--- config.mk ---
export PLATFORM = sky130hd
export DESIGN_NAME = tta_timer
export DESIGN_NICKNAME = d
export VERILOG_FILES = /design/src/core/tta_pkg.sv /design/src/core/tta_timer.sv
export SDC_FILE = /design/constraint.sdc
export NUM_CORES = 1
export LEC_CHECK = 0
export ABC_CLOCK_PERIOD_IN_PS = 4950
export BUFFER_PORTS_ARGS = -buffer_cell sky130_fd_sc_hd__buf_2
export CORE_ASPECT_RATIO = 0.7
export CORE_MARGIN = 2
export CORE_UTILIZATION = 30
export CTS_BUF_LIST = sky130_fd_sc_hd__clkbuf_4
export CTS_CLUSTER_DIAMETER = 60
export DETAILED_ROUTE_END_ITERATION = 12
export GPL_ROUTABILITY_DRIVEN = 0
export SYNTH_ARGS = -nofsm -noshare
export SYNTH_HDL_FRONTEND = slang
export SYNTH_SLANG_ARGS = --single-unit
--- constraint.sdc ---
create_clock -name sys_clk_i -period 4.95 [get_ports sys_clk_i]
set_input_delay 0.495 -clock sys_clk_i [delete_from_list [all_inputs] [get_ports sys_clk_i]]
set_output_delay 0.495 -clock sys_clk_i [all_outputs]
set_load 0.005 [all_outputs]
--- src/core/tta_pkg.sv ---
// Purpose : Shared constants and types for the timer event, interrupt and sleep block
// Assumes : 32-bit Avalon-MM data, registers one per word, byte address = index * 4
// Notes   : Action-select codes and flag bit positions are shared with software

package tta_pkg;

    // ------------------------------------------------------------
    // Register indices (byte address is four times the index)
    // ------------------------------------------------------------
    localparam logic [7:0] IDX_CTRL_FIRST  = 8'h00; // First control register
    localparam logic [7:0] IDX_CTRL_SPLIT  = 8'h03; // Split select
    localparam logic [7:0] IDX_CTRL_DIR    = 8'h04; // Software count direction
    localparam logic [7:0] IDX_EVENT_CONTROL_REGISTER      = 8'h09; // Event control register
    localparam logic [7:0] IDX_INT_ENABLE  = 8'h0a; // Interrupt enable register
    localparam logic [7:0] IDX_INT_FLAGS   = 8'h0b; // Interrupt flag register
    localparam logic [7:0] IDX_COUNT       = 8'h20; // Counter value
    localparam logic [7:0] IDX_PERIOD      = 8'h26; // Period (top)
    localparam logic [7:0] IDX_COMPARE0    = 8'h28; // Compare 0; 1 and 2 follow every two

    // ------------------------------------------------------------
    // Field positions
    // ------------------------------------------------------------
    localparam int BIT_ENABLE     = 0;
    localparam int BIT_CLKSEL_LO  = 1;
    localparam int BIT_RUN_STDBY  = 7;
    localparam int BIT_SPLIT      = 0;
    localparam int BIT_DIR        = 0;
    localparam int BIT_FIRST_EN   = 0;
    localparam int BIT_FIRST_ACT  = 1;
    localparam int BIT_SECOND_EN  = 4;
    localparam int BIT_SECOND_ACT = 5;
    localparam int BIT_FLAG_OVF   = 0; // Overflow / low-byte underflow
    localparam int BIT_FLAG_HIGH_BYTE_UNDERFLOW  = 1; // High-byte underflow, split only
    localparam int BIT_FLAG_COMPARE0_FLAG  = 4; // Compare 0..2 at 4..6
    localparam logic [7:0] FLAG_MASK = 8'h73;

    // ------------------------------------------------------------
    // Event action codes
    // ------------------------------------------------------------
    localparam logic [2:0] ACT_CNT_POS   = 3'h0;
    localparam logic [2:0] ACT_CNT_ANY   = 3'h1;
    localparam logic [2:0] ACT_CNT_HIGH  = 3'h2;
    localparam logic [2:0] ACT_DIR       = 3'h3;
    localparam logic [2:0] ACT_RST_POS   = 3'h4;
    localparam logic [2:0] ACT_RST_ANY   = 3'h5;
    localparam logic [2:0] ACT_RST_HIGH  = 3'h6;

    // Prescaler masks (divisor - 1) for clock-select codes 0..7
    localparam logic [9:0] PRE_DIV1    = 10'h000;
    localparam logic [9:0] PRE_DIV2    = 10'h001;
    localparam logic [9:0] PRE_DIV4    = 10'h003;
    localparam logic [9:0] PRE_DIV8    = 10'h007;
    localparam logic [9:0] PRE_DIV16   = 10'h00f;
    localparam logic [9:0] PRE_DIV64   = 10'h03f;
    localparam logic [9:0] PRE_DIV256  = 10'h0ff;
    localparam logic [9:0] PRE_DIV1024 = 10'h3ff;

    localparam logic [31:0] RD_UNMAPPED = 32'h0000_0000;

    // Event generator outputs toward the routing network
    typedef struct packed {
        logic       high_byte_underflow;     // High-byte underflow (split only)
        logic [2:0] cmp;      // Compare / low-byte compare events
        logic       overflow_low_underflow_event; // Overflow / low-byte underflow
    } tta_evt_t;

endpackage

--- src/core/tta_timer.sv ---
// Purpose : Event generation, event-input actions, interrupt flags and sleep gating of a
//           16-bit timer that may run split as two 8-bit down-counters
// Assumes : Event inputs and sleep indications synchronous to sys_clk_i
// Notes   : Registers on Avalon-MM, one answer cycle of wait after each request
//
// Decided for this implementation: the register offsets and register access over Avalon-MM.
`timescale 1ns/1ps

module tta_timer #(
    parameter int CNT_W = 16 // Counter width, split uses two halves
) (
    input  wire logic              sys_clk_i,         // 10 MHz peripheral clock
    input  wire logic              rst_i,             // Async reset, active high
    input  wire logic [7:0]        avs_address_i,     // Word index
    input  wire logic              avs_read_i,        // Read request
    input  wire logic              avs_write_i,       // Write request
    input  wire logic [31:0]       avs_writedata_i,   // Write data
    input  wire logic [3:0]        avs_byteenable_i,  // Byte lanes
    output logic [31:0]            avs_readdata_o,    // Read data
    output logic                   avs_waitrequest_o, // Low for the answering cycle
    input  wire logic              event_input_first_i,  // Event input, first user
    input  wire logic              event_input_second_i, // Event input, second user
    input  wire logic              sleep_standby_i,   // System in standby sleep
    input  wire logic              sleep_powerdown_i, // System in power-down sleep
    output tta_pkg::tta_evt_t      evt_o,             // Event pulses to routing network
    output logic                   irq_o              // Interrupt request
);

    // ------------------------------------------------------------
    // Elaboration check
    // ------------------------------------------------------------
    if (CNT_W != 16) begin : g_bad_width
        $error("tta_timer: split mode needs CNT_W of 16");
    end

    localparam int HB = CNT_W / 2;

    // ------------------------------------------------------------
    // Registers
    // ------------------------------------------------------------
    logic             enable;
    logic [2:0]       clksel;
    logic             run_in_standby;
    logic             split;
    logic             dir_down_sw;
    logic             first_input_enable;
    logic [2:0]       first_input_action_select;
    logic             second_input_enable;
    logic [2:0]       second_input_action_select;
    logic [7:0]       int_enable;
    logic [7:0]       int_flags;
    logic [CNT_W-1:0] cnt;
    logic [CNT_W-1:0] per;
    logic [CNT_W-1:0] cmp [3];
    logic [9:0]       pre_cnt;
    logic             ev_first_q;
    logic             ev_second_q;

    logic             bus_req;
    logic             bus_wr;
    logic [31:0]      wdata;
    logic             run;
    logic [9:0]       pre_mask;
    logic             tick;
    logic             first_on;
    logic             second_on;
    logic             step;
    logic             restart;
    logic             count_down;
    logic [7:0]       next_set;
    logic [CNT_W-1:0] next_cnt;

    assign bus_req = (avs_read_i | avs_write_i) & ~avs_waitrequest_o;
    assign bus_wr  = avs_write_i & ~avs_waitrequest_o;

    // Byte-enable merge into a 32-bit word, unused lanes stay zero
    always_comb begin
        wdata = 32'h0000_0000;
        for (int b = 0; b < 4; b++) begin
            if (avs_byteenable_i[b]) begin
                wdata[b*8 +: 8] = avs_writedata_i[b*8 +: 8];
            end
        end
    end

    // ------------------------------------------------------------
    // Sleep gating and prescaler
    // ------------------------------------------------------------
    // Power-down always wins; standby halts unless software allows it
    assign run = enable & ~sleep_powerdown_i & (~sleep_standby_i | run_in_standby);

    always_comb begin
        case (clksel)
            3'h0:    pre_mask = tta_pkg::PRE_DIV1;
            3'h1:    pre_mask = tta_pkg::PRE_DIV2;
            3'h2:    pre_mask = tta_pkg::PRE_DIV4;
            3'h3:    pre_mask = tta_pkg::PRE_DIV8;
            3'h4:    pre_mask = tta_pkg::PRE_DIV16;
            3'h5:    pre_mask = tta_pkg::PRE_DIV64;
            3'h6:    pre_mask = tta_pkg::PRE_DIV256;
            default: pre_mask = tta_pkg::PRE_DIV1024;
        endcase
    end

    assign tick = run & ((pre_cnt & pre_mask) == pre_mask);

    // Prescaler freezes with the timer so sleep resumes mid-period
    always_ff @(posedge sys_clk_i or posedge rst_i) begin
        if (rst_i) begin
            pre_cnt <= 10'h000;
        end else if (!enable) begin
            pre_cnt <= 10'h000;
        end else if (run) begin
            pre_cnt <= pre_cnt + 10'h001;
        end
    end

    // ------------------------------------------------------------
    // Event input actions
    // ------------------------------------------------------------
    // Previous levels for edge detection, sampled on every clock
    always_ff @(posedge sys_clk_i or posedge rst_i) begin
        if (rst_i) begin
            ev_first_q  <= 1'b0;
            ev_second_q <= 1'b0;
        end else begin
            ev_first_q  <= event_input_first_i;
            ev_second_q <= event_input_second_i;
        end
    end

    // Inputs act only while enabled, and never in split mode
    assign first_on  = first_input_enable & ~split;
    assign second_on = second_input_enable & ~split;

    // Count source: first-input edges replace the prescaler tick, a high first-input level gates it
    always_comb begin
        step = tick;
        if (first_on) begin
            case (first_input_action_select)
                tta_pkg::ACT_CNT_POS:  step = run & event_input_first_i & ~ev_first_q;
                tta_pkg::ACT_CNT_ANY:  step = run & (event_input_first_i ^ ev_first_q);
                tta_pkg::ACT_CNT_HIGH: step = tick & event_input_first_i;
                default:               step = tick;
            endcase
        end
    end

    // Restart from the second input
    always_comb begin
        restart = 1'b0;
        if (second_on && run) begin
            case (second_input_action_select)
                tta_pkg::ACT_RST_POS:  restart = event_input_second_i & ~ev_second_q;
                tta_pkg::ACT_RST_ANY:  restart = event_input_second_i ^ ev_second_q;
                tta_pkg::ACT_RST_HIGH: restart = event_input_second_i;
                default:               restart = 1'b0;
            endcase
        end
    end

    // Direction: levels OR'ed with the software bit, up only when all low
    assign count_down = dir_down_sw
        | (first_on  && first_input_action_select  == tta_pkg::ACT_DIR && event_input_first_i)
        | (second_on && second_input_action_select == tta_pkg::ACT_DIR && event_input_second_i);

    // ------------------------------------------------------------
    // Counter and flag-set conditions
    // ------------------------------------------------------------
    always_comb begin
        next_set = 8'h00;
        next_cnt = cnt;
        if (restart) begin
            next_cnt = '0;
        end else if (split) begin
            // Two independent down-counters, each reloading from its period byte
            if (tick) begin
                next_cnt[HB-1:0] = cnt[HB-1:0] - 8'h01;
                next_cnt[CNT_W-1:HB] = cnt[CNT_W-1:HB] - 8'h01;
                if (cnt[HB-1:0] == 8'h00) begin
                    next_cnt[HB-1:0] = per[HB-1:0];
                    next_set[tta_pkg::BIT_FLAG_OVF] = 1'b1;
                end
                if (cnt[CNT_W-1:HB] == 8'h00) begin
                    next_cnt[CNT_W-1:HB] = per[CNT_W-1:HB];
                    next_set[tta_pkg::BIT_FLAG_HIGH_BYTE_UNDERFLOW] = 1'b1;
                end
                for (int n = 0; n < 3; n++) begin
                    if (cnt[HB-1:0] == cmp[n][HB-1:0]) begin
                        next_set[tta_pkg::BIT_FLAG_COMPARE0_FLAG + n] = 1'b1;
                    end
                end
            end
        end else if (step) begin
            if (count_down) begin
                next_cnt = (cnt == '0) ? per : cnt - 16'h0001;
                next_set[tta_pkg::BIT_FLAG_OVF] = (cnt == '0);
            end else begin
                next_cnt = (cnt == per) ? '0 : cnt + 16'h0001;
                next_set[tta_pkg::BIT_FLAG_OVF] = (cnt == per);
            end
            for (int n = 0; n < 3; n++) begin
                if (cnt == cmp[n]) begin
                    next_set[tta_pkg::BIT_FLAG_COMPARE0_FLAG + n] = 1'b1;
                end
            end
        end
    end

    // Counter: a software write overrides counting in the same cycle
    always_ff @(posedge sys_clk_i or posedge rst_i) begin
        if (rst_i) begin
            cnt <= '0;
        end else if (bus_wr && avs_address_i == tta_pkg::IDX_COUNT) begin
            cnt <= wdata[CNT_W-1:0];
        end else begin
            cnt <= next_cnt;
        end
    end

    // ------------------------------------------------------------
    // Event outputs and interrupt
    // ------------------------------------------------------------
    // Events are the flag-set strobes themselves, registered once
    always_ff @(posedge sys_clk_i or posedge rst_i) begin
        if (rst_i) begin
            evt_o <= '0;
        end else begin
            evt_o.overflow_low_underflow_event <= next_set[tta_pkg::BIT_FLAG_OVF];
            evt_o.high_byte_underflow     <= next_set[tta_pkg::BIT_FLAG_HIGH_BYTE_UNDERFLOW] & split;
            evt_o.cmp      <= next_set[tta_pkg::BIT_FLAG_COMPARE0_FLAG +: 3];
        end
    end

    // Sticky flags: hardware set wins over a write-one clear
    always_ff @(posedge sys_clk_i or posedge rst_i) begin
        if (rst_i) begin
            int_flags <= 8'h00;
        end else if (bus_wr && avs_address_i == tta_pkg::IDX_INT_FLAGS) begin
            int_flags <= ((int_flags & ~wdata[7:0]) | next_set) & tta_pkg::FLAG_MASK;
        end else begin
            int_flags <= (int_flags | next_set) & tta_pkg::FLAG_MASK;
        end
    end

    // Request held while any enabled flag stays set
    always_ff @(posedge sys_clk_i or posedge rst_i) begin
        if (rst_i) begin
            irq_o <= 1'b0;
        end else begin
            irq_o <= |(int_flags & int_enable);
        end
    end

    // ------------------------------------------------------------
    // Register writes
    // ------------------------------------------------------------
    // Control fields; all writable at any time
    always_ff @(posedge sys_clk_i or posedge rst_i) begin
        if (rst_i) begin
            enable                     <= 1'b0;
            clksel                     <= 3'h0;
            run_in_standby             <= 1'b0;
            split                      <= 1'b0;
            dir_down_sw                <= 1'b0;
            first_input_enable         <= 1'b0;
            first_input_action_select  <= 3'h0;
            second_input_enable        <= 1'b0;
            second_input_action_select <= 3'h0;
            int_enable                 <= 8'h00;
            per                        <= '1;
        end else if (bus_wr) begin
            case (avs_address_i)
                tta_pkg::IDX_CTRL_FIRST: begin
                    enable         <= wdata[tta_pkg::BIT_ENABLE];
                    clksel         <= wdata[tta_pkg::BIT_CLKSEL_LO +: 3];
                    run_in_standby <= wdata[tta_pkg::BIT_RUN_STDBY];
                end
                tta_pkg::IDX_CTRL_SPLIT: split       <= wdata[tta_pkg::BIT_SPLIT];
                tta_pkg::IDX_CTRL_DIR:   dir_down_sw <= wdata[tta_pkg::BIT_DIR];
                tta_pkg::IDX_EVENT_CONTROL_REGISTER: begin
                    first_input_enable         <= wdata[tta_pkg::BIT_FIRST_EN];
                    first_input_action_select  <= wdata[tta_pkg::BIT_FIRST_ACT +: 3];
                    second_input_enable        <= wdata[tta_pkg::BIT_SECOND_EN];
                    second_input_action_select <= wdata[tta_pkg::BIT_SECOND_ACT +: 3];
                end
                tta_pkg::IDX_INT_ENABLE: int_enable <= wdata[7:0] & tta_pkg::FLAG_MASK;
                tta_pkg::IDX_PERIOD:     per        <= wdata[CNT_W-1:0];
                default: ;
            endcase
        end
    end

    // Compare registers, one per channel
    for (genvar n = 0; n < 3; n++) begin : g_cmp
        always_ff @(posedge sys_clk_i or posedge rst_i) begin
            if (rst_i) begin
                cmp[n] <= '0;
            end else if (bus_wr && avs_address_i == tta_pkg::IDX_COMPARE0 + 8'(2 * n)) begin
                cmp[n] <= wdata[CNT_W-1:0];
            end
        end
    end

    // ------------------------------------------------------------
    // Avalon-MM answer
    // ------------------------------------------------------------
    // One wait cycle per request keeps read data registered
    always_ff @(posedge sys_clk_i or posedge rst_i) begin
        if (rst_i) begin
            avs_waitrequest_o <= 1'b1;
        end else begin
            avs_waitrequest_o <= ~((avs_read_i | avs_write_i) & avs_waitrequest_o);
        end
    end

    // Read mux; unmapped words read zero
    always_ff @(posedge sys_clk_i or posedge rst_i) begin
        if (rst_i) begin
            avs_readdata_o <= 32'h0000_0000;
        end else if (avs_read_i && avs_waitrequest_o) begin
            case (avs_address_i)
                tta_pkg::IDX_CTRL_FIRST: avs_readdata_o <= {24'h000000, run_in_standby, 3'h0, clksel, enable};
                tta_pkg::IDX_CTRL_SPLIT: avs_readdata_o <= {31'h0, split};
                tta_pkg::IDX_CTRL_DIR:   avs_readdata_o <= {31'h0, dir_down_sw};
                tta_pkg::IDX_EVENT_CONTROL_REGISTER:     avs_readdata_o <= {24'h000000, second_input_action_select,
                                             second_input_enable, first_input_action_select, first_input_enable};
                tta_pkg::IDX_INT_ENABLE: avs_readdata_o <= {24'h000000, int_enable};
                tta_pkg::IDX_INT_FLAGS:  avs_readdata_o <= {24'h000000, int_flags};
                tta_pkg::IDX_COUNT:      avs_readdata_o <= {16'h0000, cnt};
                tta_pkg::IDX_PERIOD:     avs_readdata_o <= {16'h0000, per};
                tta_pkg::IDX_COMPARE0:   avs_readdata_o <= {16'h0000, cmp[0]};
                8'h2a:                   avs_readdata_o <= {16'h0000, cmp[1]};
                8'h2c:                   avs_readdata_o <= {16'h0000, cmp[2]};
                default:                 avs_readdata_o <= tta_pkg::RD_UNMAPPED;
            endcase
        end
    end

    // ------------------------------------------------------------
    // Assertions
    // ------------------------------------------------------------
    event_sets_flag_a: assert property (@(posedge sys_clk_i) disable iff (rst_i)
        evt_o.overflow_low_underflow_event |-> int_flags[tta_pkg::BIT_FLAG_OVF])
        else $error("overflow event without its flag");

    high_byte_underflow_split_only_a: assert property (@(posedge sys_clk_i) disable iff (rst_i)
        evt_o.high_byte_underflow |-> $past(split))
        else $error("high-byte underflow event outside split mode");

    cmp_match_event_a: assert property (@(posedge sys_clk_i) disable iff (rst_i)
        (evt_o.cmp[0] && !$past(split)) |-> ($past(cnt) == $past(cmp[0])))
        else $error("compare 0 event without counter match");

    irq_follows_flags_a: assert property (@(posedge sys_clk_i) disable iff (rst_i)
        ##1 irq_o == $past(|(int_flags & int_enable)))
        else $error("interrupt request not tied to enabled flags");

    powerdown_halts_a: assert property (@(posedge sys_clk_i) disable iff (rst_i)
        (sleep_powerdown_i && !bus_wr) |=> (cnt == $past(cnt) && !evt_o.overflow_low_underflow_event))
        else $error("counter moved in power-down");

    standby_halts_a: assert property (@(posedge sys_clk_i) disable iff (rst_i)
        (sleep_standby_i && !run_in_standby && !bus_wr) |=> $stable(cnt))
        else $error("counter moved in standby without run-in-standby");

    flag_w1c_a: assert property (@(posedge sys_clk_i) disable iff (rst_i)
        (bus_wr && avs_address_i == tta_pkg::IDX_INT_FLAGS && wdata[tta_pkg::BIT_FLAG_OVF]
         && !next_set[tta_pkg::BIT_FLAG_OVF]) |=> !int_flags[tta_pkg::BIT_FLAG_OVF])
        else $error("write-one did not clear flag");

    restart_high_a: assert property (@(posedge sys_clk_i) disable iff (rst_i)
        (second_on && run && second_input_action_select == tta_pkg::ACT_RST_HIGH
         && event_input_second_i && !bus_wr) |=> (cnt == '0))
        else $error("restart-while-high did not clear counter");

endmodule

Word level (Yosys, flattened, before mapping):

Cells that the tools add are included.

* $add $sub $neg: 5
* eq/ne operators: 33
* multiplexer cells: 39
* bitwise operators: 32
* reductions and logical operators: 26

Operators with widths (number)
* $pmux W16 S11: 1
* $mux W16: 8
* $pmux W10 S7: 1
* $eq A16 B16 Y1: 4
* $eq A8 B6 Y1 const B: 5
* $mux W8: 4
* $eq A8 B4 Y1 const B: 3
* $eq A8 B8 Y1: 3
* $logic_not A8 Y1: 3
* $mux W10: 2
* $eq A3 B3 Y1 const B: 6
* $add A16 B1 Y16 const B: 1
* $logic_not A16 Y1: 1
* $sub A16 B1 Y16 const B: 1
* $sub A8 B1 Y8 const B: 2
* $eq A3 B2 Y1 const B: 5
* $and A7 B7 Y7: 2
* $mux W1: 14
* $or A7 B7 Y7: 2
* $reduce_and A2 Y1: 7
* $and A1 B1 Y1: 13
* $mux W3: 4
* $logic_and A1 B1 Y1: 11
* $add A10 B1 Y10 const B: 1
* other kinds (17): 31

* register bits after elaboration: 158
* input port bits: 52
* output and inout port bits: 39
* logic and storage cells: 160

Logic depth before layout (Yosys ltp):

Gate-level depths: netlist of run 1.

* depth in word-level cells: 13
* mapped depth: 10
* gate-level depth less buffers: 8

Worst setup path after synthesis of run 1:

No wires, ideal clock.

* kind: flip-flop to flip-flop
* start: register cnt[9]
* end: register cnt[14]
* library setup time: 148 ps
* arrival time: 2575 ps
* data required time: 4802 ps
* slack: 2226 ps
* stages on the path, launching flop included: 10
* buffers on the path: 1
* period minus slack after synthesis: 2724 ps
* path through: dfrtp_1 clkbuf_1 inv_1 ha_1 or4b_2 nor4_1 mux2i_1 nor2_1 o311ai_0 o221ai_1

* longest elaborated chain between the ends: 7
* elaborated cells between the ends (all ways): 15
* classes of those cells: add/sub: 3; eq/ne: 1; mux: 9; reduce/logical: 2

RTL lines
* from (decl): line tta_timer.sv:52 `logic [CNT_W-1:0] cnt;`
* from (signal assigned): line tta_timer.sv:215 `cnt <= wdata[CNT_W-1:0];`
* from (signal assigned): line tta_timer.sv:217 `cnt <= next_cnt;`
* $add A16 B1 Y16, or another cell as far along: line tta_timer.sv:199 `next_cnt = (cnt == per) ? '0 : cnt + 16'h0001;`
* $mux W16 (on tied branches): line tta_timer.sv:199, tta_timer.sv:196
* $mux W16: line tta_timer.sv:195 `if (count_down) begin`
* $mux W16: line tta_timer.sv:194 `end else if (step) begin`
* $mux W16 (*): line tta_timer.sv:175 `end else if (split) begin`
* $mux W16 (*): line tta_timer.sv:173 `if (restart) begin`
* $mux W16 (*): line tta_timer.sv:214 `end else if (bus_wr && avs_address_i == tta_pkg::IDX_COUNT) begin`

Mark *: on every way between the ends. The rest lies on a longest branch, timed or not. The select of a mux whose other input is x is not followed.
A chain may end at the register's enable or synchronous reset.

Worst setup path after layout of run 1:

* start: register cnt[8]
* end: register cnt[13]

The elaborated chain is that of the path after synthesis.

==> results.toml, run 1 <==
[die]
dieArea_um2 = 30100
core_region_area_um2 = 28000
die_w_um = 207
io_pins = 91
die_h_um = 146
initial_core_util_pct = 30.7
num_rows = 51

[power]
power_density_nw_per_um2 = 251
intPower_mw = 1.66
p_clk_share_pct = 34.8
p_comb_share_pct = 12.5
switchingPower_uw = 693
p_leak_nw = 3.78
seq_power_share_pct = 52.7
vdd_drop_max_uv = 112
swShare_pct = 29.4
power_mw = 2.36

[logic_synthesis]
synth-seq-cells = 140
synthDistinctLibCells = 79
seq_area_frac_synth_pct = 40.9
yosysTopAreaCellShare_pct = 35.7
synth.area.top_cells = "dfrtp_1, nand2_1, o21ai_0, xnor2_1, dfstp_2"
yosysMostFrequentCell = "nand2_1"
synth-edff-count = 0
synth_warnings = 0
syn_inst = 982
ys_async_sr_fraction_pct = 100
syn_avg_cell_area_um2 = 8.77
synth_area_um2 = 8610
ys.flop_type = "dfrtp_1"
yosys.area.top_type = "dfrtp_1"
synth_common_cells = "nand2_1, dfrtp_1, o21ai_0"

[finish]
regArea_um2 = 3520
multi_input_area_um2 = 4690
area_growth_pct = 8.88
finish.utilization_pct = 33.5
drive_above_1_share_pct = 13.5
final_nets = 1052
fillers = 2890

[detailed_routing]
remaining_drc_errors = 0
drtAntennaViolNets = 0
wl_per_cell_um = 19.7
viasPerCell = 5.51
first_pass_iters = 5
vias = 7619
wl_mm = 27.3
drtIter0Drc = 698

[critical_path]
cpPeakStageDelay_ns = 0.68
cp.arrival_ns = 3.86
crit_family = "simple AND/OR/NAND/NOR gates"
cp-end-kind = "flop"
crit_chain = "inv_1 -> ha_1 -> nor4b_4 -> nand4_1 -> o22ai_1 -> a21oi_1 -> a211o_1 -> a221o_1"
r2r_end = "cnt[13]"
r2r_slack_ns = 1.52
crit_buf_inv = 1
cp-start-kind = "flop"
reg2reg_from = "cnt[8]"
crit_path_top_delay_cell = "nand4_1"
worstPathRequired_ns = 5.39
r2r.worst_path.cells = 8
worstSetupPathType = "reg -> reg"
crit_fanout = 14

[cts]
clk_pin_slew_ns = 0.14
cts_tree = "built"
root_buffer = "clkbuf_4"
cts_max_level = 4
clk_latency_ns = 0.56
hold_buffers = 0
cts_made_buffers = 17
clockBufferDepth = 2
clock-sinks = 140
post_cts_buffers = 0
ctsResizeCount = 0

[worst_hold_path]
hold_start = "event_input_first_i"
hold_depth = 1
hold_path_class = "in -> reg"
min_to = "ev_first_q"

[grt]
grt_util_all_layers_pct = 18.6
grt_max_degree = 101
antenna_found_initial = 1
grt_pass1_vias = 7189
gr-total-overflow = 0
grt_first_pass_wirelength_mm = 43.0

[sta]
setup_viol = 0
fin_crit_sh_pct = 69.2
slew_violations = 0
tightest_slew_ns = 1.20
holdWs_ns = 0.0968
finalHoldViolCount = 0
setup_tns_ns = 0
max_freq_mhz = 292
clock_skew_ns = 0.0247
max-slew-margin-rel_pct = 20.0
fin_crit_ns = 3.43
rsz0062_at_grt = "no"

[status]
status = "completed"

[placed_design]
portBuffers = 56
place_hpwl_mm = 19.6

[run]
drv_cap = 0
## metal layers
metal | track usage [%] | share of wire (%) | up-vias
li1 | - | - | 3523
met1 | 28.1 | 48 | 3759
met2 | 26.1 | 42 | 304
met3 | 4.86 | 8.8 | 33
met4 | 4.50 | 1.7 | 0
met5 | 0 | 0 | -
## layout by cell type (no fill, tap or decap), types with 6 or more instances in the layout
cell type | synthesis | layout
mux2i_1 | 6 | 6
nand3b_1 | 6 | 6
nand3_1 | 17 | 17
xnor2_1 | 56 | 56
a22o_1 | 6 | 6
nor2_1 | 57 | 57
clkbuf_4 | 0 | 21
a221oi_1 | 7 | 7
conb_1 | 1 | 16
a31oi_1 | 11 | 11
buf_2 | 17 | 56
buf_4 | 18 | 7
nand4_1 | 19 | 19
a21boi_0 | 6 | 6
or3_1 | 8 | 8
a22oi_1 | 25 | 25
nor4_1 | 13 | 13
nor2b_1 | 8 | 8
ha_1 | 6 | 6
dfrtp_1 | 123 | 123
xor2_1 | 35 | 35
inv_1 | 12 | 11
dfstp_2 | 17 | 17
and3_1 | 7 | 7
nor3_1 | 18 | 18
nand2_1 | 158 | 158
nand2b_1 | 11 | 11
o21ai_0 | 118 | 118
a21oi_1 | 34 | 34
and2_1 | 6 | 6
## stage by stage
step                      worst slack, ns  cells  area (µm²)
after floorplan                     0.730    997        8670
after global placement               1.69   1346        9060
after detailed placement             1.66   1346        9060
after CTS                            1.61   1378        9360
after global routing                 1.24   1383        9380
final                                1.52   1383        9380
## power groups by stage
stage,Clock (mW),Combinational (mW),Sequential (mW)
floorplan,0,0.234,1.22
global placement,0,0.291,1.26
detailed placement,0,0.293,1.26
CTS,0.835,0.294,1.24
global route,0.896,0.331,1.25
finish,0.821,0.294,1.24
## registers in the layout (all words and copies together) (netlist names), 3 cells and up
name                        count
evt_o                           5
int_flags                       5
cnt                            16
pre_cnt                        10
clksel                          3
avs_readdata_o                 16
int_enable                      5
second_input_action_select      3
per                            16
first_input_action_select       3
cmp                            48
## how the worst max path moves through the flow
stage,startpoint,to,cells past startpoint
final,cnt[8],cnt[13],8
after global routing,cnt[8],cnt[9],8
after CTS,cnt[8],cnt[13],8
after detailed placement,cnt[8],cnt[13],8
after global placement,avs_address_i[4],per[6],6
after floorplan,rst_i,avs_readdata_o[0],1
## layout make-up
cell class	count	share of cell area, %
repair buffers	63	3.55
inverters	12	0.534
clock inverters	11	1.53
flip-flops and latches	140	37.6
multi-input cells	760	50.0
well taps	371	4.95
diodes	5	0.133
clock buffers	21	1.68
## worst register-to-register path, cell delays in order (launching register included)
cell,delay (ns)
dfrtp_1,0.62
inv_1,0.25
ha_1,0.29
nor4b_4,0.44
nand4_1,0.68
o22ai_1,0.32
a21oi_1,0.07
a211o_1,0.30
a221o_1,0.32
## kinds of logic (layout without fill, tap and decap cells)
family / count (synthesis) / after routing / share of synthesized area [%]
and+or+nand+nor: 359 / 359 / 20.6
DFF: 140 / 140 / 40.9
adders and majority gates: 6 / 6 / 0.872
buffers and inverters: 97 / 107 / 5.26
AOI/OAI and AO/OA: 278 / 278 / 21.8
xor gates and xnor gates: 91 / 91 / 9.25
other: 1 / 21 / 0.0435
muxes: 10 / 10 / 1.22
(Power assumes the default switching activity.)
==> run 2, diff against run 1 <==
--- a/config.mk
+++ b/config.mk
@@ -5,7 +5,7 @@
 export SDC_FILE = /design/constraint.sdc
 export NUM_CORES = 1
 export LEC_CHECK = 0
-export ABC_CLOCK_PERIOD_IN_PS = 4950
+export ABC_CLOCK_PERIOD_IN_PS = 2860
 export BUFFER_PORTS_ARGS = -buffer_cell sky130_fd_sc_hd__buf_2
 export CORE_ASPECT_RATIO = 0.7
 export CORE_MARGIN = 2
==> constraint.sdc (replaced) <==
create_clock -name sys_clk_i -period 2.86 [get_ports sys_clk_i]
set_input_delay 0.286 -clock sys_clk_i [delete_from_list [all_inputs] [get_ports sys_clk_i]]
set_output_delay 0.286 -clock sys_clk_i [all_outputs]
set_load 0.005 [all_outputs]
==> results.toml, run 2 (same netlist as run 1, synthesis figures left out) <==
[sta]
max-slew-margin-rel_pct = 42.9
finalHoldViolCount = 0
tightest_slew_ns = 0.854
fin_crit_ns = 2.66
max_freq_mhz = 376
rsz0062_at_grt = "no"
fin_crit_sh_pct = 93.1
clock_skew_ns = 0.0310
setup_viol = 0
setup_tns_ns = 0
slew_violations = 0

[worst_hold_path]
hold_path_class = "in -> reg"
hold_depth = 3

[finish]
regMostFlops = "cmp"
n_antenna_cell = 0
drive_above_1_share_pct = 17.0
final_common_cell = "nand2_1"
largest_reg_flops = 48
final_nets = 1098
fillers = 2878
layoutNonFillerInstCount = 1424
post-route-cell-area_um2 = 9780
final_cell_mix = "nand2_1, dfrtp_1, o21ai_0"
area_growth_pct = 13.6

[detailed_routing]
drtIter0Drc = 940
viasPerCell = 5.46
wl_per_cell_um = 19.6
first_pass_iters = 6
wl_mm = 27.9
vias = 7771
drtAntennaViolNets = 0
remaining_drc_errors = 0

[die]
io_pins = 91
die_w_um = 207
die_h_um = 146
num_rows = 51
initial_core_util_pct = 30.7
core_region_area_um2 = 28000
dieArea_um2 = 30100

[cts]
root_buffer = "clkbuf_4"
clock-sinks = 140
cts_made_buffers = 17
cts_tree = "built"
clk_latency_ns = 0.58
clk_pin_slew_ns = 0.11
clockBufferDepth = 2
post_cts_buffers = 0
cts_max_level = 4

[power]
power_mw = 4.32
power_density_nw_per_um2 = 441
vdd_drop_max_uv = 208
p_leak_nw = 4.03

[placed_design]
dpl_cell_area_um2 = 9380
dp_cells = 1387
portBuffers = 56
place_hpwl_mm = 20.5

[critical_path]
r2r.worst_path.cells = 8
cp.arrival_ns = 3.09
crit_fanout = 5
cp-end-kind = "flop"
cp-start-kind = "flop"
worstPathRequired_ns = 3.29
worstSetupPathType = "reg -> reg"

[grt]
gr-total-overflow = 0
grt_first_pass_wirelength_mm = 43.5
grt_pass1_vias = 7326
grt_util_all_layers_pct = 18.8
grt_max_degree = 141
antenna_found_initial = 0

[status]
status = "completed"

[run]
drv_cap = 0
[run 2: worst paths after layout]
| path | from | endpoint | slack, ns |
|---|---|---|---|
| min in group asynchronous | rst_i | irq_o | 0.45 |
| worst min register to register | avs_readdata_o[1] | avs_readdata_o[1] | 0.50 |
| worst min-delay path | avs_writedata_i[10] | per[10] | 0.09 |
| worst max-delay path | cnt[8] | cnt[14] | 0.20 |
| max in group asynchronous | rst_i | cnt[12] | 1.83 |
| worst max register to register | cnt[8] | cnt[14] | 0.20 |
[run 2: layout make-up]
| cell class | count | area (µm²) | share of cell area [%] |
|---|---|---|---|
| Multi-Input combinational cell | 760 | 4690 | 48.0 |
| Sequential cell | 140 | 3520 | 36.0 |
| Timing Repair Buffer | 109 | 703 | 7.19 |
| Tap cell | 371 | 464 | 4.74 |
| Clock inverter | 14 | 214 | 2.19 |
| Clock buffer | 18 | 135 | 1.38 |
| Inverter | 12 | 48.8 | 0.499 |
[run 2: per-stage QoR]
step | util [%] | hold slack, ns | setup WS, ns
2_1_floorplan | - | 0.317 | 0.136
3_3_place_gp | 33.5 | 0.447 | 0.127
3_5_place_dp | 33.5 | 0.450 | 0.101
4_1_cts | 34.9 | 0.0622 | 0.136
5_1_grt | 34.9 | 0.0860 | 0.0380
6_report | 34.9 | 0.0908 | 0.197
[run 2: power breakdown]
part / switching [mW] / internal [mW] / total, mW
sequential: 0.0730 / 2.04 / 2.11
combinational: 0.362 / 0.227 / 0.589
clock: 0.817 / 0.796 / 1.61
total: 1.25 / 3.06 / 4.32
[run 2: critical path, stage by stage (launching register included)]
cell,delay (ns)
dfrtp_1,0.40
inv_1,0.15
ha_1,0.21
or4b_2,0.66
nor4_1,0.36
mux2i_1,0.24
nor2_1,0.05
o311ai_0,0.31
o221ai_1,0.17
[run 2: timing repair]
item,4_1_cts,5_1_grt
hold buffers,5,0
hold endpoints to repair,126,0
gates resized for setup,0,1
setup endpoints to repair,0,10
[run 2: layer usage]
metal  routed length (µm)  track usage, %  vias to the layer above
li1                     -               -                     3611
met1                13200            28.9                     3794
met2                11800            26.2                      336
met3                 2540            4.70                       30
met4                  392            4.36                        0
met5                    0               0                        -
==> run 3, diff against run 2 <==
--- a/config.mk
+++ b/config.mk
@@ -8,7 +8,6 @@
 export ABC_CLOCK_PERIOD_IN_PS = 2860
 export BUFFER_PORTS_ARGS = -buffer_cell sky130_fd_sc_hd__buf_2
 export CORE_ASPECT_RATIO = 0.7
-export CORE_MARGIN = 2
 export CORE_UTILIZATION = 30
 export CTS_BUF_LIST = sky130_fd_sc_hd__clkbuf_4
 export CTS_CLUSTER_DIAMETER = 60
==> results.toml, run 3 (same netlist as run 1, synthesis figures left out) <==
[status]
status = "completed"

[sta]
clock_skew_ns = 0.0220
holdWs_ns = 0.109
slew_violations = 0
tightest_slew_ns = 0.885
setup_viol = 0
finalHoldViolCount = 0
fin_crit_sh_pct = 95.5
fin_crit_ns = 2.73
max_freq_mhz = 366
max-slew-margin-rel_pct = 40.8
setup_tns_ns = 0
rsz0062_at_grt = "no"

[detailed_routing]
wl_mm = 27.9
drtAntennaViolNets = 0
remaining_drc_errors = 0
first_pass_iters = 8
wl_per_cell_um = 19.5
drtIter0Drc = 917
vias = 7808
viasPerCell = 5.45

[critical_path]
cp-start-kind = "flop"
r2r_slack_ns = 0.13
crit_fanout = 11
r2r_end = "cnt[2]"
crit_buf_inv = 0
cpPeakStageDelay_ns = 0.73
reg2reg_from = "split"
worstSetupPathType = "reg -> reg"
r2r.worst_path.cells = 6
crit_path_top_delay_cell = "nor2_1"
crit_chain = "nor3b_1 -> a41o_1 -> or2_2 -> nor2_1 -> a211oi_1 -> o31ai_1"
crit_end = "cnt[2]"
path_depth = 6
cp-end-kind = "flop"
critPathLaunch = "split"
crit_family = "simple AND/OR/NAND/NOR gates"
worstPathRequired_ns = 3.32
cp.arrival_ns = 3.19

[finish]
final_common_cell = "nand2_1"
final_nets = 1106
regMostFlops = "cmp"
n_antenna_cell = 0
final_cell_mix = "nand2_1, dfrtp_1, o21ai_0"
drive_above_1_share_pct = 17.6
largest_reg_flops = 48
area_growth_pct = 13.5

[power]
seq_power_share_pct = 52.1
swShare_pct = 30.7
switchingPower_mw = 1.24
p_comb_share_pct = 15.1
p_leak_nw = 4.03
p_clk_share_pct = 32.8
intPower_mw = 2.80
vdd_drop_max_uv = 196
power_density_nw_per_um2 = 414

[die]
die_w_um = 205
core_region_area_um2 = 28000
initial_core_util_pct = 30.7
die_h_um = 144
io_pins = 91
dieArea_um2 = 29400
num_rows = 51

[worst_hold_path]
hold_path_class = "in -> reg"
hold_depth = 3
hold_start = "avs_writedata_i[15]"

[cts]
root_buffer = "clkbuf_4"
cts_made_buffers = 17
cts_max_level = 4
post_cts_buffers = 0
cts_tree = "built"
clock-sinks = 140
clk_pin_slew_ns = 0.14
clockBufferDepth = 2
clk_latency_ns = 0.57

[grt]
grt_max_degree = 99
grt_first_pass_wirelength_mm = 43.5
antenna_found_initial = 1
grt_util_all_layers_pct = 19.6
grt_pass1_vias = 7389
gr-total-overflow = 0

[placed_design]
portBuffers = 56
place_hpwl_mm = 20.6

[run]
drv_cap = 0
[run 3: through the flow]
stage	setup WS [ns]	cell area, µm²	power, mW	std cells	utilization (%)
2_1_floorplan	0.136	8670	2.52	997	-
3_3_place_gp	0.141	9440	2.73	1395	33.7
6_report	0.130	9780	4.05	1432	34.9
3_5_place_dp	0.110	9440	2.74	1395	33.7
5_1_grt	0.0108	9780	4.22	1432	34.9
4_1_cts	0.126	9770	4.07	1432	34.9
[run 3: final cells by class]
cell class	count	area, µm²
tap	371	464
clock inverter	14	140
timing repair buffer	117	763
multi-input combinational	760	4700
inverter	12	48.8
sequential	140	3520
fill	2880	18200
clock buffer	18	135
[run 3: power by group through the flow]
stage | Clock (mW) | Combinational [mW] | Sequential, mW
global placement | 0 | 0.592 | 2.14
detailed placement | 0 | 0.597 | 2.14
floorplan | 0 | 0.406 | 2.12
global route | 1.43 | 0.672 | 2.12
finish | 1.33 | 0.611 | 2.11
CTS | 1.35 | 0.607 | 2.11
[run 3: how the worst min path moves through the flow]
stage             endpoint  slack, ns
4_1_cts            cmp[15]       0.08
5_1_grt            per[11]       0.09
3_5_place_dp    ev_first_q       0.45
2_1_floorplan   ev_first_q       0.32
3_3_place_gp   ev_second_q       0.45
6_report           cmp[15]       0.11
[run 3: timing repair]
action,4_1_cts,5_1_grt
endpoints found under the setup margin,0,11
hold buffers,5,0
resized for setup,0,2
endpoints found under the hold margin,126,0
[run 3: layer usage]
layer / vias to the layer above / GRT usage (%) / wire (µm)
met2: 363 / 28.3 / 11800
met3: 27 / 4.90 / 2740
li1: 3623 / - / -
met5: - / 0 / 0
met4: 0 / 5.11 / 388
met1: 3795 / 28.6 / 13000
[run 3: worst register-to-register path: stages (launching register included)]
cell and delay, ns:
dfrtp_1 0.55, nor3b_1 0.12, a41o_1 0.34, or2_2 0.45, nor2_1 0.73, a211oi_1 0.17, o31ai_1 0.28
